<file path="config.mk">
export PLATFORM = sky130hd
export DESIGN_NAME = acm_top
export DESIGN_NICKNAME = d
export VERILOG_FILES = /design/src/rtl/acm_pkg.sv /design/src/rtl/acm_top.sv /design/src/rtl/acm_delay_timer.sv /design/src/rtl/acm_clock_select.sv
export SDC_FILE = /design/constraint.sdc
export NUM_CORES = 1
export LEC_CHECK = 0
export CORE_UTILIZATION = 40
export CTS_BUF_LIST = sky130_fd_sc_hd__clkbuf_4 sky130_fd_sc_hd__clkbuf_8
export DETAILED_ROUTE_END_ITERATION = 7
export DONT_BUFFER_PORTS = 1
export GPL_TIMING_DRIVEN = 0
export HOLD_SLACK_MARGIN = 0.05
export SLEW_MARGIN = 10
export SYNTH_ARGS = -nofsm -noshare
export SYNTH_HDL_FRONTEND = slang
export SYNTH_SLANG_ARGS = --single-unit
</file>
<file path="constraint.sdc">
create_clock -name clk -period 7.8 [get_ports clk]
set_input_delay 1.95 -clock clk [delete_from_list [all_inputs] [get_ports clk]]
set_output_delay 1.95 -clock clk [all_outputs]
set_load 0.01 [all_outputs]
</file>
<file path="src/rtl/acm_pkg.sv">
// Overview of operation
// - Any control register write restarts filter, clears ready, starts
// - Register at offset 0x01, resets to 0x2000
// - Bit 15 enables reference output drive
// - Bit 13 limits output to settled rate
// - Delay field waits after channel switch
// - Mode field selects converter operating state
// - Clock source field selects master clock
// - Internal oscillator codes power the oscillator
// - Reserved bits read zero, ignore writes
package acm_pkg;
    // Register index; byte address is four times it
    localparam logic [3:0] REG_INDEX = 4'h1;
    localparam logic [7:0] CTRL_ADDR = 8'h04;
    localparam logic [7:0] STAT_ADDR = 8'h08;
    localparam logic [15:0] CTRL_RESET = 16'h2000;
    // Writable bit mask: 15, 13, 10:8, 6:4, 3:2
    localparam logic [15:0] CTRL_WMASK = 16'hA77C;
    localparam int REF_EN_BIT = 15;
    localparam int SETTLED_BIT = 13;
    localparam int DELAY_LSB = 8;
    localparam int MODE_LSB = 4;
    localparam int CLKSEL_LSB = 2;
    localparam logic [31:0] CLK_HZ = 32'd25000000;
    // Delay options in microseconds
    localparam int DELAY_US [8] = '{0, 32, 128, 320, 800, 1600, 4000, 8000};
    localparam int CYC_PER_US = CLK_HZ / 1000000;
    localparam logic [1:0] RESP_OKAY = 2'b00;
    localparam logic [1:0] RESP_SLVERR = 2'b10;

    typedef enum logic [2:0] {
        MODE_CONT, MODE_SINGLE, MODE_STANDBY, MODE_POWERDOWN,
        MODE_INT_OFFSET, MODE_RESERVED, MODE_SYS_OFFSET, MODE_SYS_GAIN
    } acm_mode_type;

    typedef enum logic [1:0] {
        CLK_INT_OSC, CLK_INT_OSC_OUT, CLK_EXT_CLOCK, CLK_EXT_CRYSTAL
    } acm_clksel_type;
endpackage : acm_pkg

</file>
<file path="src/rtl/acm_top.sv">
// Local design decision: register access over AXI4-Lite.
`timescale 1ns/10ps
// Converter operation control register with AXI4-Lite access
module acm_top (
    // Clock and reset
    input wire logic clk,
    input wire logic rst,
    // AXI4-Lite write address
    input wire logic [7:0] s_axi_awaddr,
    input wire logic s_axi_awvalid,
    output logic s_axi_awready,
    // AXI4-Lite write data
    input wire logic [31:0] s_axi_wdata,
    input wire logic [3:0] s_axi_wstrb,
    input wire logic s_axi_wvalid,
    output logic s_axi_wready,
    // AXI4-Lite write response
    output logic [1:0] s_axi_bresp,
    output logic s_axi_bvalid,
    input wire logic s_axi_bready,
    // AXI4-Lite read address
    input wire logic [7:0] s_axi_araddr,
    input wire logic s_axi_arvalid,
    output logic s_axi_arready,
    // AXI4-Lite read data
    output logic [31:0] s_axi_rdata,
    output logic [1:0] s_axi_rresp,
    output logic s_axi_rvalid,
    input wire logic s_axi_rready,
    // Converter side events
    input wire logic filter_output,
    input wire logic channel_switch,
    input wire logic multi_channel,
    // Converter controls
    output logic filter_reset,
    output logic conversion_start,
    output logic data_ready,
    output logic reference_output_pin_en,
    output logic [2:0] operating_mode,
    output logic processing_hold,
    output logic osc_enable,
    output logic crystal_or_clock_pin_out_en,
    output logic ext_clk_en,
    output logic crystal_input_pin_en
);
    typedef struct packed {
        logic aw_got;
        logic [7:0] aw_addr;
        logic w_got;
        logic [31:0] w_data;
        logic [3:0] w_strb;
        logic bvalid;
        logic [1:0] bresp;
        logic rvalid;
        logic [31:0] rdata;
        logic [1:0] rresp;
        logic [15:0] ctrl;
        logic filt_rst;
        logic conv_start;
        logic ready;
        logic [1:0] settle_cnt;
        logic [2:0] mode_out;
        logic ref_en;
    } acm_state_type;
    acm_state_type s_q, s_d;

    logic wr_fire;
    logic wr_hit;
    logic delay_busy;
    logic [15:0] merged;
    logic [2:0] delay_code;
    logic settled_only;

    assign delay_code = s_q.ctrl[acm_pkg::DELAY_LSB +: 3];
    assign settled_only = s_q.ctrl[acm_pkg::SETTLED_BIT];
    assign wr_fire = s_q.aw_got && s_q.w_got && !s_q.bvalid;
    assign wr_hit = wr_fire && (s_q.aw_addr == acm_pkg::CTRL_ADDR);

    // Byte lanes merge into the register; reserved bits never store
    always_comb begin
        merged = s_q.ctrl;
        if (s_q.w_strb[0]) begin
            merged[7:0] = s_q.w_data[7:0];
        end
        if (s_q.w_strb[1]) begin
            merged[15:8] = s_q.w_data[15:8];
        end
        merged = merged & acm_pkg::CTRL_WMASK;
    end

    // Bus handshakes, register update and converter sequencing
    always_comb begin
        s_d = s_q;
        s_d.filt_rst = 1'b0;
        s_d.conv_start = 1'b0;
        // Address and data may come in either order
        if (s_axi_awvalid && !s_q.aw_got) begin
            s_d.aw_got = 1'b1;
            s_d.aw_addr = {s_axi_awaddr[7:2], 2'b00};
        end
        if (s_axi_wvalid && !s_q.w_got) begin
            s_d.w_got = 1'b1;
            s_d.w_data = s_axi_wdata;
            s_d.w_strb = s_axi_wstrb;
        end
        if (wr_fire) begin
            s_d.aw_got = 1'b0;
            s_d.w_got = 1'b0;
            s_d.bvalid = 1'b1;
            if (wr_hit) begin
                s_d.bresp = acm_pkg::RESP_OKAY;
            end else if (s_q.aw_addr == acm_pkg::STAT_ADDR) begin
                s_d.bresp = acm_pkg::RESP_OKAY; // Status is read-only, write dropped
            end else begin
                s_d.bresp = acm_pkg::RESP_SLVERR;
            end
        end
        if (s_q.bvalid && s_axi_bready) begin
            s_d.bvalid = 1'b0;
        end
        // Any control register write, even identical data, restarts the converter
        if (wr_hit) begin
            s_d.ctrl = merged;
            s_d.filt_rst = 1'b1;
            s_d.conv_start = 1'b1;
            s_d.ready = 1'b0;
            s_d.settle_cnt = 2'b00;
        end else if (filter_output && !delay_busy && s_q.mode_out != 3'(acm_pkg::MODE_RESERVED)) begin
            // Settled output needs three filter outputs when one channel is live
            if (settled_only && !multi_channel && s_q.settle_cnt != 2'b10) begin
                s_d.settle_cnt = s_q.settle_cnt + 2'b01;
            end else begin
                s_d.ready = 1'b1;
                s_d.settle_cnt = 2'b00;
                // Single conversion drops to standby once done
                if (s_q.mode_out == 3'(acm_pkg::MODE_SINGLE)) begin
                    s_d.ctrl[acm_pkg::MODE_LSB +: 3] = 3'(acm_pkg::MODE_STANDBY);
                end
            end
        end
        if (channel_switch) begin
            s_d.settle_cnt = 2'b00;
        end
        s_d.mode_out = s_d.ctrl[acm_pkg::MODE_LSB +: 3];
        s_d.ref_en = s_d.ctrl[acm_pkg::REF_EN_BIT];
        // Reads answer one cycle after the address is taken
        if (s_axi_arvalid && !s_q.rvalid) begin
            s_d.rvalid = 1'b1;
            s_d.rresp = acm_pkg::RESP_OKAY;
            if ({s_axi_araddr[7:2], 2'b00} == acm_pkg::CTRL_ADDR) begin
                s_d.rdata = {16'h0000, s_d.ctrl};
            end else if ({s_axi_araddr[7:2], 2'b00} == acm_pkg::STAT_ADDR) begin
                s_d.rdata = {29'h00000000, delay_busy, s_q.filt_rst, s_q.ready};
            end else begin
                s_d.rdata = 32'h00000000;
                s_d.rresp = acm_pkg::RESP_SLVERR;
            end
        end else if (s_q.rvalid && s_axi_rready) begin
            s_d.rvalid = 1'b0;
        end
    end

    always_ff @(posedge clk or posedge rst) begin
        if (rst) begin
            s_q <= '0;
            s_q.ctrl <= acm_pkg::CTRL_RESET;
        end else begin
            s_q <= s_d;
        end
    end

    // Settling delay restarts on each channel switch and on any control register write
    acm_delay_timer u_delay (
        .clk(clk),
        .rst(rst),
        .start(channel_switch || wr_hit),
        // A write must time the delay it has just written, not the old one
        .code(wr_hit ? merged[acm_pkg::DELAY_LSB +: 3] : delay_code),
        .busy(delay_busy)
    );

    acm_clock_select u_clk (
        .clk(clk),
        .rst(rst),
        .sel(s_q.ctrl[acm_pkg::CLKSEL_LSB +: 2]),
        .osc_enable(osc_enable),
        .clk_pin_out_en(crystal_or_clock_pin_out_en),
        .ext_clk_en(ext_clk_en),
        .xtal_en(crystal_input_pin_en)
    );

    // Ready flags are registered; handshake readies track captured state
    assign s_axi_awready = !s_q.aw_got;
    assign s_axi_wready = !s_q.w_got;
    assign s_axi_bvalid = s_q.bvalid;
    assign s_axi_bresp = s_q.bresp;
    assign s_axi_arready = !s_q.rvalid;
    assign s_axi_rvalid = s_q.rvalid;
    assign s_axi_rdata = s_q.rdata;
    assign s_axi_rresp = s_q.rresp;
    assign filter_reset = s_q.filt_rst;
    assign conversion_start = s_q.conv_start;
    assign data_ready = s_q.ready;
    assign reference_output_pin_en = s_q.ref_en;
    assign operating_mode = s_q.mode_out;
    assign processing_hold = delay_busy;
endmodule : acm_top

</file>
<file path="src/rtl/acm_delay_timer.sv">
`timescale 1ns/10ps
// Counts out the post-switch settling delay
module acm_delay_timer (
    // Clock and reset
    input wire logic clk,
    input wire logic rst,
    // Control
    input wire logic start,
    input wire logic [2:0] code,
    // Status
    output logic busy
);
    typedef struct packed {
        logic [17:0] cnt;
        logic busy;
    } acm_timer_type;
    acm_timer_type s_q, s_d;

    // Load count on start, run to zero
    always_comb begin
        s_d = s_q;
        if (start) begin
            s_d.cnt = 18'(acm_pkg::DELAY_US[code] * acm_pkg::CYC_PER_US);
            s_d.busy = (acm_pkg::DELAY_US[code] != 0);
        end else if (s_q.cnt > 18'h00001) begin
            s_d.cnt = s_q.cnt - 18'h00001;
        end else begin
            s_d.cnt = 18'h00000;
            s_d.busy = 1'b0;
        end
    end

    always_ff @(posedge clk or posedge rst) begin
        if (rst) begin
            s_q <= '0;
        end else begin
            s_q <= s_d;
        end
    end

    assign busy = s_q.busy;
endmodule : acm_delay_timer

</file>
<file path="src/rtl/acm_clock_select.sv">
`timescale 1ns/10ps
// Decodes the clock source field into enables
module acm_clock_select (
    // Clock and reset
    input wire logic clk,
    input wire logic rst,
    // Field
    input wire logic [1:0] sel,
    // Enables
    output logic osc_enable,
    output logic clk_pin_out_en,
    output logic ext_clk_en,
    output logic xtal_en
);
    typedef struct packed {
        logic osc;
        logic pin_out;
        logic ext;
        logic xtal;
    } acm_clk_type;
    acm_clk_type s_q, s_d;

    // Either internal code powers the oscillator without extra action
    always_comb begin
        s_d.osc = (sel == acm_pkg::CLK_INT_OSC) || (sel == acm_pkg::CLK_INT_OSC_OUT);
        s_d.pin_out = (sel == acm_pkg::CLK_INT_OSC_OUT);
        s_d.ext = (sel == acm_pkg::CLK_EXT_CLOCK);
        s_d.xtal = (sel == acm_pkg::CLK_EXT_CRYSTAL);
    end

    always_ff @(posedge clk or posedge rst) begin
        if (rst) begin
            s_q <= 4'b1000; // Reset field is 00, oscillator on
        end else begin
            s_q <= s_d;
        end
    end

    assign osc_enable = s_q.osc;
    assign clk_pin_out_en = s_q.pin_out;
    assign ext_clk_en = s_q.ext;
    assign xtal_en = s_q.xtal;
endmodule : acm_clock_select

</file>
-- Yosys cells after proc, flatten, opt, wreduce, memory -nomap -nowiden
Memories as Yosys holds them, arrays and structs flattened.
Index checks and enable logic that the tools add are counted.
W data, S select, Z words.
- order comparisons: 2
- div/mod/pow operators: 0
- bitwise gates (word level): 1
- eq/ne operators: 12
- reduce and logical (&&, ||, !) cells: 29
- add/sub/neg operators: 2
- multiply operators: 1
- multiplexer cells: 33
- shift-type cells: 0
- operators with widths (kind ; count):
    $mux W32 ; 2
    $mux W37 ; 1
    $mul A32 B6 Y18 const B ; 1
    $reduce_bool A32 Y1 ; 1
    $mux W3 ; 9
    $mux W19 ; 1
    $gt A18 B1 Y1 const B ; 1
    $mux W18 ; 1
    $mux W9 ; 2
    $sub A18 B1 Y18 const B ; 1
    $mux W16 ; 1
    $eq A6 B1 Y1 const B ; 2
    $eq A6 B2 Y1 const B ; 2
    $logic_and A1 B1 Y1 ; 12
    $mux W2 ; 6
    $reduce_bool A2 Y1 ; 5
    $mux W8 ; 1
    $mux W1 ; 7
    $mux W7 ; 1
    $logic_not A1 Y1 ; 6
    $mux W6 ; 1
    $eq A2 B2 Y1 const B ; 2
    $ge A4 B4 Y1 const B ; 1
    $ne A2 B2 Y1 const B ; 2
    other kinds (10) ; 11
- memories kept: 1
- bits in registers: 130
- output and inout port bits: 53
- memory bits (writable): 0
- bits in read-only memories: 256
- bits in latches: 0
- memory list (memory ; depth ; width ; read ports ; clocked after memory_dff ; wr ports ; RTL line ; source):
    (name not given) ; 8 ; 32 ; 1 ; 0 ; 0 ; acm_delay_timer.sv:23 ; s_d.cnt = 18'(acm_pkg::DELAY_US[code] * acm_pkg::CYC_PER_US);

-- Longest topological paths before layout
- depth after elaboration: 10
- mapped depth: 17
- gate-level depth less buffers: 15

-- Cells and area by module
From an unflattened synthesis, not the netlist that was laid out.
- cell total of the unflattened synthesis: 402
- area total of the unflattened synthesis: 4496.8 µm²
- modules (own cells, without submodules) (module ; area an instance (µm²) ; times used ; cells each):
    acm_top ; 2700.1 ; 1 ; 218
    acm_delay_timer ; 1665.3 ; 1 ; 175
    acm_clock_select ; 131.4 ; 1 ; 9

-- Worst setup path after synthesis
OpenSTA, ideal clock, no wires.
- path type: reg-to-reg
- from: register s_q[107] (netlist name)
- to: register u_delay.s_q[18] (netlist name)
- buffers on the path: 0
- period minus slack after synthesis: 3.961 ns
- stages on the path, launching flop included: 15
- arrival: 3.837 ns
- setup slack: 3.839 ns
- cells stage by stage: dfrtp_1 > nor4_4 > nand4_4 > mux2_4 > nor2_1 > ha_1 > inv_1 > ha_1 > ha_1 > ha_1 > a21o_1 > a211o_1 > a221oi_1 > nor3_1 > o31a_1
- RTL lines (what ; RTL line ; source):
    from (decl) ; acm_top.sv:65 ; acm_state_type s_q, s_d;
    to (signal assigned) ; acm_delay_timer.sv:35 ; s_q <= '0;
    to (signal assigned) ; acm_delay_timer.sv:37 ; s_q <= s_d;
    to (decl) ; acm_delay_timer.sv:17 ; acm_timer_type s_q, s_d;

==> impl_metrics.env <==
export IMPL_cts_tree="done"
export IMPL_syn_inst=414
export IMPL_seq_area_frac_synth=0.455
export IMPL_power_density_mw_per_mm2=317
export IMPL_cts_num_sinks=83
export IMPL_ant_nets=0
export IMPL_setup_viol=0
export IMPL_ys_flop_type="dfrtp_1"
export IMPL_antenna_cells=0
export IMPL_startpoint_type="flop"
export IMPL_cp_endpoint="u_delay.s_q[18]"
export IMPL_crit_fanout=7
export IMPL_core_area_mm2=0.0110
export IMPL_clk_pin_slew_ns=0.09
export IMPL_grt_start_max_net_pins=51
export IMPL_post_route_min_period_ns=4.46
export IMPL_die_area_mm2=0.0118
export IMPL_skew_ns=0.00972
export IMPL_final_common_cell="dfrtp_1"
export IMPL_relSlewSlack=0.612
export IMPL_r2r_setup_slack_ns=3.34
export IMPL_hold_viol_final=0
export IMPL_fin_total_pwr_mw=1.60
export IMPL_cts_buffers=9
export IMPL_synth_cell_types=64
export IMPL_r2r_end="u_delay.s_q[18]"
export IMPL_status="complete, no violations"
export IMPL_rr_startpoint="s_q[107]"
export IMPL_yosysWarnings=0
export IMPL_ios=115
export IMPL_cp_arrival_ns=4.72
export IMPL_synth_async_reset_ratio=1.00
export IMPL_utilization=0.460
export IMPL_holdBufCountCts=0
export IMPL_first_iter_violations=106
export IMPL_fin_setup_tns_ns=0
export IMPL_rr_worst_depth=14
export IMPL_fmax_mhz=224
export IMPL_die_w_um=109
export IMPL_grt_usage=0.160
export IMPL_dr_total_vias=2956
export IMPL_postCtsSetupBuffers=0
export IMPL_fill_cells=1035
export IMPL_cellLeakagePower_nw=2.55
export IMPL_crit_start="s_q[107]"
export IMPL_syn_cell_area_mm2=0.00457
export IMPL_rows=38
export IMPL_synth_edf_count=0
export IMPL_overflow=0
export IMPL_place_hpwl_mm=6.71
export IMPL_grt_pass1_wl_mm=14.4
export IMPL_fin_nets=534
export IMPL_antenna_found_initial=0
export IMPL_irDropWorstVdd_uv=243
export IMPL_routed_wl_mm=8.84
export IMPL_holdWs_ns=0.451
export IMPL_numPlacedInstances=573
export IMPL_vias_per_cell=5.02
export IMPL_synthTopCellsByArea="dfrtp_1, ha_1, buf_4, mux2_2, a22o_1"
export IMPL_rsz0062_at_grt="no"
export IMPL_yosys_area_top_type_share=0.444
export IMPL_place_ws_ns=3.31
export IMPL_wire_per_inst_um=15.0
export IMPL_path_class="reg2reg"
export IMPL_drive_gt1_frac=0.243
export IMPL_end_kind="flop"
export IMPL_cp_data_required_time_ns=8.05
export IMPL_synth_top_area_cell="dfrtp_1"
export IMPL_hold_class="reg2reg"
export IMPL_cts_buffer_depth=2
export IMPL_die_height_um=109
export IMPL_io_buffer_count=0
export IMPL_place_congestion=0.806
export IMPL_grt_pass1_vias=2906
export IMPL_area_growth_pct=10.8
export IMPL_clock_root_buffer="clkbuf_8"
export IMPL_htree_levels=3
export IMPL_mostFrequentLayoutCells="dfrtp_1, buf_4, ha_1"
export IMPL_drcViolationCount=0
export IMPL_drv_cap=0
export IMPL_finalNonFillerCells=589
export IMPL_finalWorstSetupSlack_ns=3.34
export IMPL_worst_skew_pair_late_latency_ns=0.36
export IMPL_drt_first_pass_iters=4
export IMPL_syn_avg_cell_area_um2=11.0
export IMPL_worst_slew_pin_slew_ns=0.583
export IMPL_final_max_slew_viol_count=0
export IMPL_timing_final_crit_share=0.572
export IMPL_synth_seq_cells=83
export IMPL_initial_utilization=0.416
export IMPL_placed_cell_area_mm2=0.00484
export IMPL_cts_resized=0
export IMPL_finalInstanceArea_mm2=0.00506
-- layer usage --
layer	share of wire	global-route usage
met1	0.47	0.214
met2	0.47	0.253
met3	0.047	0.0484
met4	0.012	0.0434
met5	0	0
-- worst min path at each step --
stage	from	end	slack (ns)	cells past startpoint
final	s_q[12]	u_clk.osc_enable	0.45	1
after global routing	s_q[12]	u_clk.osc_enable	0.49	1
after global placement	s_q[12]	u_clk.osc_enable	0.44	1
after floorplan	s_q[12]	u_clk.osc_enable	0.40	1
after detailed placement	s_q[12]	u_clk.osc_enable	0.44	1
after CTS	s_q[12]	u_clk.osc_enable	0.45	1
-- sequential cells by signal (all words and copies together), names as in the netlist --
name,cells
delay_code,3
operating_mode,2
s_axi_bresp,1
s_axi_bvalid,1
s_q,33
u_clk.xtal_en,1
conversion_start,1
u_clk.osc_enable,1
s_axi_rvalid,1
u_clk.clk_pin_out_en,1
u_delay.busy,1
data_ready,1
s_axi_rdata,16
s_axi_rresp,1
u_delay.s_q,18
u_clk.ext_clk_en,1
-- synth_stat cells (4+ instances only) --
master / n
mux2_2: 25
xor2_1: 11
nor3_1: 8
ha_1: 26
nand2b_1: 5
nor2b_1: 11
o21ai_0: 8
o22ai_1: 8
xnor2_1: 10
nand2_1: 22
clkbuf_1: 5
a21oi_1: 5
and3_1: 5
nor2_1: 24
nand4_1: 4
or3_1: 6
a21o_1: 5
buf_4: 41
a22o_1: 12
a31oi_1: 5
inv_1: 23
dfrtp_1: 81
-- final cells by class --
cell class,count,area (um^2),area share
timing repair buffer,1,27.5,0.00544
tap,140,175,0.0346
clock inverter,6,81.3,0.0161
multi-input combinational,274,2090,0.414
buffer,52,375,0.0742
inverter,23,88.8,0.0176
clock buffer,10,138,0.0272
sequential,83,2080,0.411
-- logic make-up after synthesis --
group	after synthesis	synth area share
mux	29	0.0743
flops	83	0.455
buf+inv	75	0.101
compound gates	63	0.102
simple gates	113	0.145
other cells	2	0.00164
fa+ha+maj	28	0.0800
xor+xnor	21	0.0403
-- power by group --
group	switching [mW]	internal, mW	total, mW
sequential	0.128	0.556	0.684
combinational	0.305	0.283	0.589
clock	0.167	0.163	0.330
total	0.601	1.00	1.60
-- critical path: stages (launching register included) --
cell and delay (ns):
dfrtp_1 0.41, nor4_4 0.49, nand4_4 0.31, mux2i_1 0.49, nor2_1 0.18, ha_1 0.32, inv_1 0.06, ha_1 0.28
ha_1 0.31, ha_1 0.34, a21o_1 0.17, a211o_1 0.31, a221oi_1 0.34, nor3_1 0.11, o31a_1 0.25
Note: power is estimated with default switching activity, not from simulation.
